## src/common/apsb_pkg.sv

```systemverilog
// Package for the async/page pseudo-static memory bus controller
// Assumes a 250 MHz system clock; all timing counts derive from it
package apsb_pkg;

   // ---------------------------------------------------------------
   // Clock and timing
   // ---------------------------------------------------------------
   localparam int CLK_MHZ         = 250;
   localparam int INIT_US         = 150;                  // Self-init time
   localparam int INIT_CYC        = INIT_US * CLK_MHZ;    // 37500 cycles
   localparam int SLEEP_ENTRY_US  = 10;                   // Sleep pin low time
   localparam int SLEEP_CYC       = SLEEP_ENTRY_US * CLK_MHZ;
   localparam int ACC_NS          = 70;                   // Random access
   localparam int ACC_CYC         = (ACC_NS * CLK_MHZ + 999) / 1000;
   localparam int PAGE_NS         = 20;                   // Intrapage access
   localparam int PAGE_CYC        = (PAGE_NS * CLK_MHZ + 999) / 1000;
   localparam int WP_NS           = 70;                   // Write strobe width
   localparam int WP_CYC          = (WP_NS * CLK_MHZ + 999) / 1000;

   // ---------------------------------------------------------------
   // Device pin widths and configuration word
   // ---------------------------------------------------------------
   localparam int          ADDR_W      = 22;
   localparam int          DATA_W      = 16;
   localparam logic [21:0] CFG_RESET   = 22'h000070;  // Power-up config value
   localparam int          CFG_SLEEP_B = 4;           // 0 deep, 1 limited refresh
   localparam int          CFG_PAGE_B  = 7;           // Page read enable
   localparam int          PAGE_LSB_W  = 4;           // Word select in page

   // ---------------------------------------------------------------
   // Controller registers (byte addresses)
   // ---------------------------------------------------------------
   localparam logic [7:0] REG_CTRL   = 8'h00;  // [1:0] op, [2] go, [5:4] lanes
   localparam logic [7:0] REG_ADDR   = 8'h04;  // Word address or config value
   localparam logic [7:0] REG_WDATA  = 8'h08;
   localparam logic [7:0] REG_RDATA  = 8'h0c;
   localparam logic [7:0] REG_STATUS = 8'h10;  // [0] busy,[1] ready,[2] page,[3] sleep
   localparam logic [7:0] REG_SLEEP  = 8'h14;  // [0] request sleep

   localparam int CTRL_GO_B = 2;

   // Commands
   typedef enum logic [1:0] {
      APSB_OP_READ  = 2'b00,
      APSB_OP_WRITE = 2'b01,
      APSB_OP_CFG   = 2'b10,
      APSB_OP_NONE  = 2'b11
   } apsb_op_t;

   // Controller states
   typedef enum logic [3:0] {
      APSB_S_INIT   = 4'b0000,
      APSB_S_IDLE   = 4'b0001,
      APSB_S_RD     = 4'b0010,
      APSB_S_WR     = 4'b0011,
      APSB_S_WREND  = 4'b0100,
      APSB_S_CFGZ   = 4'b0101,
      APSB_S_CFGW   = 4'b0110,
      APSB_S_CFGEND = 4'b0111,
      APSB_S_SLEEP  = 4'b1000
   } apsb_state_t;

endpackage : apsb_pkg

```

## src/common/apsb_cmd_if.sv

```systemverilog
// Interface between the bus slave and the pin sequencer
// Assumes one clock; go is a one-cycle pulse, done likewise
`timescale 1ns/1ps
interface apsb_cmd_if;
   logic        go;
   logic [1:0]  op;
   logic [1:0]  lanesN;
   logic [21:0] addr;
   logic [15:0] wdata;
   logic        sleepReq;
   logic        done;
   logic [15:0] rdata;
   logic        busy;
   logic        ready;
   logic        pageOn;
   logic        asleep;

   modport master (output go, op, lanesN, addr, wdata, sleepReq,
                   input done, rdata, busy, ready, pageOn, asleep);
   modport seq    (input go, op, lanesN, addr, wdata, sleepReq,
                   output done, rdata, busy, ready, pageOn, asleep);
endinterface : apsb_cmd_if

```

## src/logic/apsb_ahb_regs.sv

```systemverilog
// AHB-Lite slave holding the controller's own command and status words
// Assumes single word transfers; always zero wait states, OKAY response
`timescale 1ns/1ps
module apsb_ahb_regs (
   input  wire logic        sys_clk,
   input  wire logic        rst_n,
   input  wire logic        hsel,
   input  wire logic [31:0] haddr,
   input  wire logic [1:0]  htrans,
   input  wire logic        hwrite,
   input  wire logic [2:0]  hsize,
   input  wire logic [31:0] hwdata,
   input  wire logic        hready,
   output logic      [31:0] hrdata,
   output logic             hreadyout,
   output logic             hresp,
   apsb_cmd_if.master       cmd
);
   import apsb_pkg::*;

   logic [7:0]  aAddr_q, aAddr_d;
   logic        aWr_q, aWr_d;
   logic [5:0]  ctrl_q, ctrl_d;
   logic [21:0] addr_q, addr_d;
   logic [15:0] wdat_q, wdat_d;
   logic [15:0] rdat_q, rdat_d;
   logic        sleep_q, sleep_d;
   logic        go_q, go_d;
   logic [31:0] rd_q, rd_d;

   // ---------------------------------------------------------------
   // Address phase capture, write data phase, read mux
   // ---------------------------------------------------------------
   always_comb begin
      logic take;
      take    = hsel && hready && htrans[1];
      aAddr_d = take ? haddr[7:0] : aAddr_q;
      aWr_d   = take && hwrite;
      ctrl_d  = ctrl_q;
      addr_d  = addr_q;
      wdat_d  = wdat_q;
      sleep_d = sleep_q;
      go_d    = 1'b0;
      rdat_d  = cmd.done ? cmd.rdata : rdat_q;
      rd_d    = rd_q;
      if (aWr_q) begin
         case (aAddr_q)
            REG_CTRL: begin
               ctrl_d = hwdata[5:0];
               go_d   = hwdata[CTRL_GO_B] && !cmd.busy;  // Ignored while busy
            end
            REG_ADDR:  addr_d  = hwdata[21:0];
            REG_WDATA: wdat_d  = hwdata[15:0];
            REG_SLEEP: sleep_d = hwdata[0];
            default:   ;
         endcase
      end
      if (take && !hwrite) begin
         case (haddr[7:0])
            REG_CTRL:   rd_d = {26'h0000000, ctrl_q};
            REG_ADDR:   rd_d = {10'h000, addr_q};
            REG_WDATA:  rd_d = {16'h0000, wdat_q};
            REG_RDATA:  rd_d = {16'h0000, rdat_d};
            REG_STATUS: rd_d = {28'h0000000, cmd.asleep, cmd.pageOn, cmd.ready, cmd.busy};
            REG_SLEEP:  rd_d = {31'h00000000, sleep_q};
            default:    rd_d = 32'h00000000;
         endcase
      end
   end

   // Register all bus-side state
   always_ff @(posedge sys_clk or negedge rst_n) begin
      if (!rst_n) begin
         aAddr_q <= 8'h00;
         aWr_q   <= 1'b0;
         ctrl_q  <= 6'h33;
         addr_q  <= 22'h000000;
         wdat_q  <= 16'h0000;
         rdat_q  <= 16'h0000;
         sleep_q <= 1'b0;
         go_q    <= 1'b0;
         rd_q    <= 32'h00000000;
      end else begin
         aAddr_q <= aAddr_d;
         aWr_q   <= aWr_d;
         ctrl_q  <= ctrl_d;
         addr_q  <= addr_d;
         wdat_q  <= wdat_d;
         rdat_q  <= rdat_d;
         sleep_q <= sleep_d;
         go_q    <= go_d;
         rd_q    <= rd_d;
      end
   end

   assign hrdata       = rd_q;
   assign hreadyout    = 1'b1;
   assign hresp        = 1'b0;
   assign cmd.go       = go_q;
   assign cmd.op       = ctrl_q[1:0];
   assign cmd.lanesN   = ctrl_q[5:4];
   assign cmd.addr     = addr_q;
   assign cmd.wdata    = wdat_q;
   assign cmd.sleepReq = sleep_q;

endmodule : apsb_ahb_regs

```

## src/logic/apsb_ctrl.sv

```systemverilog
// Host-side controller for the async/page pseudo-static memory bus
// Assumes a 250 MHz sys_clk, pins sampled synchronously, AHB-Lite software
//
// Function
// - Address lines carry word address, or config value during config load.
// - Read: select, output enable, byte strobes low, write strobe high; here the byte strobes follow the REG_CTRL lanes field.
// - Controller keeps chip select high through initialization.
// - Page: low four bits pick word, upper address bits held.
// - Page read starts with random read, then fast low-bit changes.
// - Config load is a write right after sleep falls.
//
// Implementation choices: the placing of the registers and the AHB-Lite interface to the registers.
`timescale 1ns/1ps
module apsb_ctrl #(
   parameter int INIT_CYCLES  = apsb_pkg::INIT_CYC,
   parameter int SLEEP_CYCLES = apsb_pkg::SLEEP_CYC
) (
   input  wire logic                           sys_clk,
   input  wire logic                           rst_n,
   input  wire logic                           hsel,
   input  wire logic [31:0]                    haddr,
   input  wire logic [1:0]                     htrans,
   input  wire logic                           hwrite,
   input  wire logic [2:0]                     hsize,
   input  wire logic [31:0]                    hwdata,
   input  wire logic                           hready,
   output logic      [31:0]                    hrdata,
   output logic                                hreadyout,
   output logic                                hresp,
   output logic      [apsb_pkg::ADDR_W-1:0]    memAddr,
   output logic                                chipSelect_n,
   output logic                                outputEnable_n,
   output logic                                writeStrobe_n,
   output logic                                lowByte_n,
   output logic                                highByte_n,
   output logic                                sleep_n,
   input  wire logic [apsb_pkg::DATA_W-1:0]    dataIn,
   output logic      [apsb_pkg::DATA_W-1:0]    dataOut,
   output logic      [1:0]                     dataOe_n
);
   import apsb_pkg::*;

   apsb_cmd_if cmd ();

   // ---------------------------------------------------------------
   // Register slave
   // ---------------------------------------------------------------
   apsb_ahb_regs uRegs (
      .sys_clk   (sys_clk),
      .rst_n     (rst_n),
      .hsel      (hsel),
      .haddr     (haddr),
      .htrans    (htrans),
      .hwrite    (hwrite),
      .hsize     (hsize),
      .hwdata    (hwdata),
      .hready    (hready),
      .hrdata    (hrdata),
      .hreadyout (hreadyout),
      .hresp     (hresp),
      .cmd       (cmd)
   );

   // ---------------------------------------------------------------
   // Pin sequencer
   // ---------------------------------------------------------------
   apsb_state_t          state_q, state_d;
   logic [15:0]          cnt_q, cnt_d;
   logic [ADDR_W-1:0]    addr_q, addr_d;
   logic                 cs_q, cs_d, oe_q, oe_d, we_q, we_d, zz_q, zz_d;
   logic [1:0]           lanes_q, lanes_d;
   logic [DATA_W-1:0]    wd_q, wd_d, rd_q, rd_d;
   logic                 drive_q, drive_d;
   logic                 done_q, done_d;
   logic                 page_q, page_d;        // Mirror of config bit 7
   logic                 deep_q, deep_d;        // Mirror of config bit 4 == 0
   logic                 pageOpen_q, pageOpen_d;
   logic [ADDR_W-1:0]    pageBase_q, pageBase_d;
   logic                 ready_q, ready_d;

   // Same page test for page reads
   function automatic logic samePage(input logic [ADDR_W-1:0] a, input logic [ADDR_W-1:0] b);
      samePage = (a[ADDR_W-1:PAGE_LSB_W] == b[ADDR_W-1:PAGE_LSB_W]);
   endfunction : samePage

   // Next-state logic for every pin and status
   always_comb begin
      state_d    = state_q;
      cnt_d      = (cnt_q != 16'h0000) ? cnt_q - 16'h0001 : cnt_q;
      addr_d     = addr_q;
      cs_d       = cs_q;
      oe_d       = oe_q;
      we_d       = we_q;
      zz_d       = zz_q;
      lanes_d    = lanes_q;
      wd_d       = wd_q;
      rd_d       = rd_q;
      drive_d    = drive_q;
      done_d     = 1'b0;
      page_d     = page_q;
      deep_d     = deep_q;
      pageOpen_d = pageOpen_q;
      pageBase_d = pageBase_q;
      ready_d    = ready_q;
      case (state_q)
         APSB_S_INIT: begin
            cs_d = 1'b1;
            if (cnt_q == 16'h0000) begin
               ready_d = 1'b1;
               state_d = APSB_S_IDLE;
            end
         end
         APSB_S_IDLE: begin
            oe_d    = 1'b1;
            we_d    = 1'b1;
            drive_d = 1'b0;
            if (cmd.sleepReq) begin
               cs_d       = 1'b1;
               zz_d       = 1'b0;
               pageOpen_d = 1'b0;
               ready_d    = 1'b0;
               state_d    = APSB_S_SLEEP;
            end else if (cmd.go) begin
               addr_d  = cmd.addr;
               lanes_d = cmd.lanesN;
               case (cmd.op)
                  APSB_OP_READ: begin
                     cs_d    = 1'b0;
                     oe_d    = 1'b0;
                     we_d    = 1'b1;
                     // Page hit only with page mode enabled
                     if (page_q && pageOpen_q && samePage(cmd.addr, pageBase_q))
                        cnt_d = 16'(PAGE_CYC);
                     else
                        cnt_d = 16'(ACC_CYC);
                     pageOpen_d = page_q;
                     pageBase_d = cmd.addr;
                     state_d = APSB_S_RD;
                  end
                  APSB_OP_WRITE: begin
                     cs_d       = 1'b0;
                     we_d       = 1'b0;
                     wd_d       = cmd.wdata;
                     drive_d    = 1'b1;
                     cnt_d      = 16'(WP_CYC);
                     pageOpen_d = 1'b0;
                     state_d    = APSB_S_WR;
                  end
                  APSB_OP_CFG: begin
                     cs_d       = 1'b1;
                     zz_d       = 1'b0;
                     pageOpen_d = 1'b0;
                     cnt_d      = 16'h0001;
                     state_d    = APSB_S_CFGZ;
                  end
                  default: done_d = 1'b1;
               endcase
            end
         end
         APSB_S_RD: begin
            if (cnt_q == 16'h0000) begin
               rd_d   = dataIn;
               done_d = 1'b1;
               // Hold select low while page stays open; else release
               cs_d    = page_q ? 1'b0 : 1'b1;
               oe_d    = 1'b1;
               if (!page_q)
                  pageOpen_d = 1'b0;
               state_d = APSB_S_IDLE;
            end
         end
         APSB_S_WR: begin
            if (cnt_q == 16'h0000) begin
               we_d    = 1'b1;
               state_d = APSB_S_WREND;
            end
         end
         APSB_S_WREND: begin
            cs_d    = 1'b1;
            drive_d = 1'b0;
            done_d  = 1'b1;
            state_d = APSB_S_IDLE;
         end
         APSB_S_CFGZ: begin
            if (cnt_q == 16'h0000) begin
               cs_d    = 1'b0;
               we_d    = 1'b0;
               lanes_d = 2'b11;
               cnt_d   = 16'(WP_CYC);
               state_d = APSB_S_CFGW;
            end
         end
         APSB_S_CFGW: begin
            if (cnt_q == 16'h0000) begin
               we_d    = 1'b1;
               page_d  = addr_q[CFG_PAGE_B];
               deep_d  = !addr_q[CFG_SLEEP_B];
               state_d = APSB_S_CFGEND;
            end
         end
         APSB_S_CFGEND: begin
            cs_d    = 1'b1;
            zz_d    = 1'b1;
            done_d  = 1'b1;
            state_d = APSB_S_IDLE;
         end
         APSB_S_SLEEP: begin
            cs_d = 1'b1;
            if (!cmd.sleepReq) begin
               zz_d = 1'b1;
               if (deep_q) begin
                  cnt_d   = 16'(INIT_CYCLES);
                  state_d = APSB_S_INIT;
               end else begin
                  ready_d = 1'b1;
                  state_d = APSB_S_IDLE;
               end
            end
         end
         default: state_d = APSB_S_INIT;
      endcase
   end

   // Register the sequencer
   always_ff @(posedge sys_clk or negedge rst_n) begin
      if (!rst_n) begin
         state_q    <= APSB_S_INIT;
         cnt_q      <= 16'(INIT_CYCLES);
         addr_q     <= '0;
         cs_q       <= 1'b1;
         oe_q       <= 1'b1;
         we_q       <= 1'b1;
         zz_q       <= 1'b1;
         lanes_q    <= 2'b11;
         wd_q       <= '0;
         rd_q       <= '0;
         drive_q    <= 1'b0;
         done_q     <= 1'b0;
         page_q     <= CFG_RESET[CFG_PAGE_B];
         deep_q     <= !CFG_RESET[CFG_SLEEP_B];
         pageOpen_q <= 1'b0;
         pageBase_q <= '0;
         ready_q    <= 1'b0;
      end else begin
         state_q    <= state_d;
         cnt_q      <= cnt_d;
         addr_q     <= addr_d;
         cs_q       <= cs_d;
         oe_q       <= oe_d;
         we_q       <= we_d;
         zz_q       <= zz_d;
         lanes_q    <= lanes_d;
         wd_q       <= wd_d;
         rd_q       <= rd_d;
         drive_q    <= drive_d;
         done_q     <= done_d;
         page_q     <= page_d;
         deep_q     <= deep_d;
         pageOpen_q <= pageOpen_d;
         pageBase_q <= pageBase_d;
         ready_q    <= ready_d;
      end
   end

   // Pins and status
   assign memAddr        = addr_q;
   assign chipSelect_n   = cs_q;
   assign outputEnable_n = oe_q;
   assign writeStrobe_n  = we_q;
   assign lowByte_n      = lanes_q[0];
   assign highByte_n     = lanes_q[1];
   assign sleep_n        = zz_q;
   assign dataOut        = wd_q;
   assign dataOe_n       = {!(drive_q && !lanes_q[1]), !(drive_q && !lanes_q[0])};
   assign cmd.done       = done_q;
   assign cmd.rdata      = rd_q;
   assign cmd.busy       = (state_q != APSB_S_IDLE) && (state_q != APSB_S_SLEEP);
   assign cmd.ready      = ready_q;
   assign cmd.pageOn     = page_q;
   assign cmd.asleep     = (state_q == APSB_S_SLEEP);

endmodule : apsb_ctrl

```

## config.mk

```make
export PLATFORM = sky130hd
export DESIGN_NAME = apsb_ctrl
export DESIGN_NICKNAME = d
export VERILOG_FILES = /design/src/common/apsb_pkg.sv /design/src/common/apsb_cmd_if.sv /design/src/logic/apsb_ahb_regs.sv /design/src/logic/apsb_ctrl.sv
export SDC_FILE = /design/constraint.sdc
export NUM_CORES = 1
export LEC_CHECK = 0
export BUFFER_PORTS_ARGS = -buffer_cell sky130_fd_sc_hd__buf_4
export CAP_MARGIN = 20
export CORE_MARGIN = 5
export CORE_UTILIZATION = 26
export CTS_CLUSTER_SIZE = 24
export DETAILED_ROUTE_END_ITERATION = 7
export HOLD_SLACK_MARGIN = 0.15
export PLACE_DENSITY = 0.45
export REMOVE_ABC_BUFFERS = 1
export SLEW_MARGIN = 10
export SYNTH_ARGS = -nofsm -noshare
export SYNTH_HDL_FRONTEND = slang
export SYNTH_SLANG_ARGS = --single-unit
```

## constraint.sdc

```tcl
create_clock -name sys_clk -period 6.1 [get_ports sys_clk]
set_clock_uncertainty 0.1 [all_clocks]
set_input_delay 0 -clock sys_clk [delete_from_list [all_inputs] [get_ports sys_clk]]
set_output_delay 0 -clock sys_clk [all_outputs]
set_load 0.02 [all_outputs]
```

Word-level counts from Yosys, hierarchy flattened
Index checks and enable logic that the tools add are counted.
W data, S select, Z words.
- add/subtract/negate cells: 1
- eq/ne operators: 39
- multiplexer cells: 67
- bitwise logic cells: 1
- reduce and logical (&&, ||, !) cells: 54
- operators with widths (operator ; number):
    $pmux W22 S6 ; 1
    $mux W16 ; 7
    $pmux W16 S3 ; 2
    $mux W1 ; 33
    $mux W4 ; 7
    $pmux W4 S7 ; 1
    $eq A8 B4 Y1 const B ; 3
    $eq A8 B5 Y1 const B ; 3
    $eq A18 B18 Y1 ; 1
    $ne A2 B2 Y1 const B ; 9
    $eq A4 B3 Y1 const B ; 4
    $eq A8 B3 Y1 const B ; 2
    $logic_not A16 Y1 ; 1
    $logic_not A8 Y1 ; 2
    $reduce_and A4 Y1 ; 4
    $reduce_bool A16 Y1 ; 1
    $sub A16 B1 Y16 const B ; 1
    $reduce_and A5 Y1 ; 3
    $reduce_and A2 Y1 ; 7
    $pmux W1 S3 ; 4
    $pmux W4 S3 ; 1
    $logic_and A1 B1 Y1 ; 10
    $pmux W1 S2 ; 5
    $reduce_or A2 Y1 ; 5
    other kinds (27) ; 45
- bits in registers: 211
- input port bits: 90
- output and inout bits: 80
- word-level logic and storage cells: 188

Longest topological paths before layout
- depth after elaboration: 7
- mapped depth: 11
- gate-level depth less buffers: 10

Hierarchy
From an unflattened synthesis, not the netlist that was laid out.
- cells, all modules: 707
- area, all modules: 9142.5 µm²
- modules (own cells, without submodules) (module ; times used ; cells an instance ; area an instance (µm²) ; sequential area each (µm²)):
    apsb_ctrl ; 1 ; 423 ; 5034.8 ; 2620.0
    apsb_ahb_regs ; 1 ; 284 ; 4107.7 ; 2332.2

Worst setup path after synthesis
OpenSTA, ideal clock, no wires.
- path kind: register -> register
- start: reg cnt_q[0]
- end: reg cnt_q[0]
- library setup time: 126 ps
- data arrival time: 1842 ps
- data required time: 5874 ps
- setup slack: 4032 ps
- cell stages (with the launch flop): 12
- path buffers: 1
- period minus slack after synthesis: 2068 ps
- cells stage by stage: dfrtp_1 -> inv_1 -> ha_1 -> nor4b_1 -> and4_1 -> buf_4 -> inv_4 -> ha_1 -> nor2_1 -> nor2_1 -> a31oi_1 -> a221o_1
- longest elaborated chain between the ends: 6
- elaborated cells between the ends (all ways): 11
- classes of those cells: 1 x add/sub; 8 x mux; 2 x reduce/logical
- RTL lines (element ; RTL line ; text):
    start, declared ; apsb_ctrl.sv:68 ; logic [15:0] cnt_q, cnt_d;
    start signal, assigned ; apsb_ctrl.sv:228 ; cnt_q <= 16'(INIT_CYCLES);
    start signal, assigned ; apsb_ctrl.sv:246 ; cnt_q <= cnt_d;
    $sub A16 B1 Y16 / $reduce_bool A16 Y1 (equally long branches) ; apsb_ctrl.sv:89 ; cnt_d = (cnt_q != 16'h0000) ? cnt_q - 16'h0001 : cnt_q;
    $mux W16 ; apsb_ctrl.sv:89 ;
    $pmux W16 S3 ; apsb_ctrl.sv:126 ; case (cmd.op)
    $mux W16 ; apsb_ctrl.sv:123 ; end else if (cmd.go) begin
    $mux W16 ; apsb_ctrl.sv:117 ; if (cmd.sleepReq) begin
    $pmux W16 S3 * ; apsb_ctrl.sv:105 ; case (state_q)
    named net cnt_d[0] ; apsb_ctrl.sv:68 ;
Mark *: on every way through the listed nets, which the timed path passes. The rest lies on a longest branch.
A chain may end at the register's enable or synchronous reset.

Worst setup path in the final report
- start: reg state_q[0]
- end: reg cnt_q[1]
- longest elaborated chain between the ends: 2
- elaborated cells between the ends (all ways): 4
- classes of those cells: 3 x eq/ne; 1 x mux
- RTL lines (element ; RTL line ; text):
    start, declared ; apsb_ctrl.sv:67 ; apsb_state_t state_q, state_d;
    start signal, assigned ; apsb_ctrl.sv:245 ; state_q <= state_d;
    $eq A4 B4 Y1, or another cell as far along ; apsb_ctrl.sv:105 ;
    $pmux W16 S3 * ; apsb_ctrl.sv:105 ;
    named net cnt_d[1] ; apsb_ctrl.sv:68 ;
Marked as above.

==> impl_metrics.env <==
export IMPL_worst_path_max_fanout=28
export IMPL_drive_above_1_share=0.340
export IMPL_hold_end="uRegs.aAddr_q[0]"
export IMPL_hold_start="hready"
export IMPL_cts_buffers_inserted=17
export IMPL_dieArea_sq_mm=0.0384
export IMPL_crit_path_max_incr_delay_ns=0.77
export IMPL_initial_core_util=0.262
export IMPL_slowest_stage="nand2_1"
export IMPL_cts_setup_buffers=0
export IMPL_grt_start_max_net_pins=79
export IMPL_worst_pin_slew_ns=0.948
export IMPL_worst_r2r_setup_slack_ns=2.48
export IMPL_crit_buf_inv=0
export IMPL_cts_clk_slew_worst_paths_ns=0.08
export IMPL_final_antenna_net_count=0
export IMPL_fin_nets=1010
export IMPL_yosysTopAreaCellShare=0.498
export IMPL_cts_root_buf="clkbuf_16"
export IMPL_port_buffer_count=119
export IMPL_yosysSeqAreaShare=0.550
export IMPL_chipHeight_microns=196
export IMPL_die_w_microns=196
export IMPL_timing_final_crit_share=0.594
export IMPL_fin_util=0.334
export IMPL_peakVddDrop_uv=198
export IMPL_r2r_end="cnt_q[1]"
export IMPL_cts_tree="yes"
export IMPL_placed_cell_area_sq_mm=0.0103
export IMPL_grt_pass1_vias=6698
export IMPL_setup_viol_count_final=0
export IMPL_status="complete, no violations"
export IMPL_rr_worst_depth=6
export IMPL_synth_seq_cells=197
export IMPL_async_flop_share=1.00
export IMPL_syn_cell_area_sq_mm=0.00900
export IMPL_io_pins=170
export IMPL_crit_chain="nor4b_4, and2_2, nand2_1, a211oi_1, a31oi_1, a21bo_1"
export IMPL_p_per_area_mw_per_mm2=321
export IMPL_start_kind="flop"
export IMPL_drv_slew=0
export IMPL_synth_edf_count=0
export IMPL_track_usage=0.133
export IMPL_fill_cells=3507
export IMPL_end_kind="flop"
export IMPL_max_cap_violations=0
export IMPL_drt_initial_drc_count=290
export IMPL_yosysWarnings=0
export IMPL_holdWs_ns=0.156
export IMPL_hold_viol=0
export IMPL_htreeDepth=4
export IMPL_synth_ff_type="dfrtp_1"
export IMPL_rsz0062_at_grt="false"
export IMPL_critPathRequiredTime_ns=6.37
export IMPL_relSlewSlack=0.366
export IMPL_wl_per_cell_microns=18.2
export IMPL_final_area_sq_mm=0.0115
export IMPL_fin_setup_tns_ns=0
export IMPL_p_leak_nw=5.32
export IMPL_routed_wl_microns=25200
export IMPL_drc=0
export IMPL_avgSynthCellArea_sq_um=11.9
export IMPL_gp_congestion=0.833
export IMPL_clockBufferDepth=2
export IMPL_dr_pass1_iters=4
export IMPL_max_freq_mhz=276
export IMPL_num_vias=6186
export IMPL_path_class="reg -> reg"
export IMPL_dp_hpwl_microns=16700
export IMPL_syn2layout_area_growth_pct=27.4
export IMPL_grt_pass1_wl_microns=39700
export IMPL_rows=68
export IMPL_reg2reg_from="state_q[0]"
export IMPL_cts_sinks=197
export IMPL_yosysTopAreaCell="dfrtp_1"
export IMPL_antenna_found_initial=1
export IMPL_overflow=0
export IMPL_crit_family="simple AND/OR/NAND/NOR gates"
export IMPL_synthCells=755
export IMPL_post_cts_resize_count=0
export IMPL_core_region_area_sq_mm=0.0344
export IMPL_hold_depth=3
export IMPL_synthTopCellsByArea="dfrtp_1 (50%), mux2_2 (15%), dfstp_2 (5.3%), nand2_1 (4.5%), xnor2_1 (2.1%)"
export IMPL_cts_hold_buf=54
export IMPL_clock_latency_ns=0.44
export IMPL_synth_cell_types=70
export IMPL_viasPerCell=4.47
export IMPL_fin_crit_ns=3.62
export IMPL_hold_path_class="in -> reg"
export IMPL_critPathArrivalTime_ns=3.89
==> area by class of cell <==
type / instances / area (sq um) / share of cell area
Inverter: 13 / 51.3 / 0.00448
Sequential cell: 197 / 4950 / 0.432
Multi-Input combinational cell: 505 / 3770 / 0.329
Tap cell: 455 / 569 / 0.0497
Clock inverter: 14 / 160 / 0.0140
Clock buffer: 18 / 439 / 0.0383
Timing Repair Buffer: 180 / 1520 / 0.133
Antenna cell: 1 / 2.50 / 0.000218
==> cells in the mapped netlist (2+ instances only) <==
cell type / instances
or3_1: 2
nand2_1: 109
or4_1: 2
clkbuf_1: 18
nor4_1: 6
and3_1: 2
nand3_1: 8
nor2_1: 28
conb_1: 2
a22oi_1: 5
nor4_4: 2
nand2b_1: 7
xor2_1: 10
mux2_2: 119
a211oi_1: 2
dfrtp_1: 179
mux2i_1: 15
nor2b_1: 9
nand2_2: 2
o22ai_1: 4
nor3_1: 10
a32o_1: 2
a21o_1: 2
xnor2_1: 22
a22o_1: 13
buf_2: 13
nand4_1: 4
mux4_2: 2
o21ai_0: 29
a21oi_1: 17
inv_1: 11
buf_4: 16
o31ai_1: 4
ha_1: 6
a2bb2oi_1: 15
or3_4: 2
a21boi_0: 2
a31oi_1: 4
o41ai_1: 2
dfstp_2: 18
==> how the worst max path moves through the flow <==
stage | startpoint | to | slack, ns | cells after the start
floorplan | state_q[1] | cnt_q[1] | 3.25 | 6
CTS | state_q[0] | cnt_q[1] | 2.36 | 6
finish | state_q[0] | cnt_q[1] | 2.48 | 6
global route | state_q[0] | cnt_q[1] | 2.12 | 6
detailed placement | state_q[1] | cnt_q[1] | 2.43 | 6
global placement | state_q[0] | cnt_q[1] | 2.42 | 6
==> cells in the final DEF (no fill, tap or decap), types with 6 or more instances in the layout <==
cell type / netlist / layout
xnor2_1: 22 / 22
dfstp_2: 18 / 18
o21ai_0: 29 / 29
mux2i_1: 15 / 15
a2bb2oi_1: 15 / 15
nor2_1: 28 / 27
conb_1: 2 / 12
ha_1: 6 / 6
dlygate4sd3_1: 0 / 53
a22o_1: 13 / 13
a21oi_1: 17 / 17
nor3_1: 10 / 10
nand3_1: 8 / 8
nor4_1: 6 / 6
xor2_1: 10 / 10
dfrtp_1: 179 / 179
mux2_2: 119 / 119
inv_1: 11 / 11
nor2b_1: 9 / 9
buf_4: 16 / 124
nand2_1: 109 / 109
nand2b_1: 7 / 6
clkbuf_16: 0 / 17
==> worst reg2reg max path: stages, from the launching register on <==
cell and delay [ns]:
dfrtp_1 0.73, nor4b_4 0.46, and2_2 0.74, nand2_1 0.78
a211oi_1 0.44, a31oi_1 0.09, a21bo_1 0.21
==> state kept, by name, indices dropped and copies added, names as in the netlist, 2 cells and up <==
| register | count |
|---|---|
| cnt_q | 16 |
| pageBase_q | 18 |
| state_q | 4 |
| cmd.rdata | 16 |
| memAddr | 22 |
| uRegs.aAddr_q | 8 |
| uRegs.ctrl_q | 6 |
| lanes_q | 2 |
| uRegs.cmd.addr | 22 |
| dataOut | 16 |
| uRegs.hrdata | 22 |
| uRegs.rdat_q | 16 |
| uRegs.cmd.wdata | 16 |
==> per-layer routing <==
metal	GRT usage	routed length (microns)
met2	0.216	11900
met1	0.183	12000
met3	0.0297	1120
met4	0.0264	139
met5	0	0
==> cells by family (layout without fill, tap and decap cells) <==
| family | Yosys count | after routing | share of synthesized area |
|---|---|---|---|
| buffers and inverters | 63 | 225 | 0.0360 |
| other | 2 | 13 | 0.000835 |
| and+or+nand+nor | 206 | 206 | 0.114 |
| adders and majority gates | 6 | 6 | 0.00834 |
| DFF | 197 | 197 | 0.550 |
| muxes | 138 | 138 | 0.174 |
| AOI/OAI and AO/OA | 111 | 111 | 0.0855 |
| xor gates and xnor gates | 32 | 32 | 0.0311 |
==> stage by stage <==
| step | power (mW) | instances | worst slack [ns] |
|---|---|---|---|
| after floorplan | 2.26 | 715 | 3.25 |
| after global placement | 2.52 | 1295 | 2.42 |
| after detailed placement | 2.53 | 1295 | 2.43 |
| after CTS | 3.74 | 1381 | 2.36 |
| after global routing | 3.91 | 1383 | 2.12 |
| final | 3.68 | 1383 | 2.48 |
==> where the power goes <==
part	switching, mW	internal (mW)
logic	0.411	0.412
registers	0.198	1.51
clock network	0.555	0.595
(Power assumes the default switching activity.)
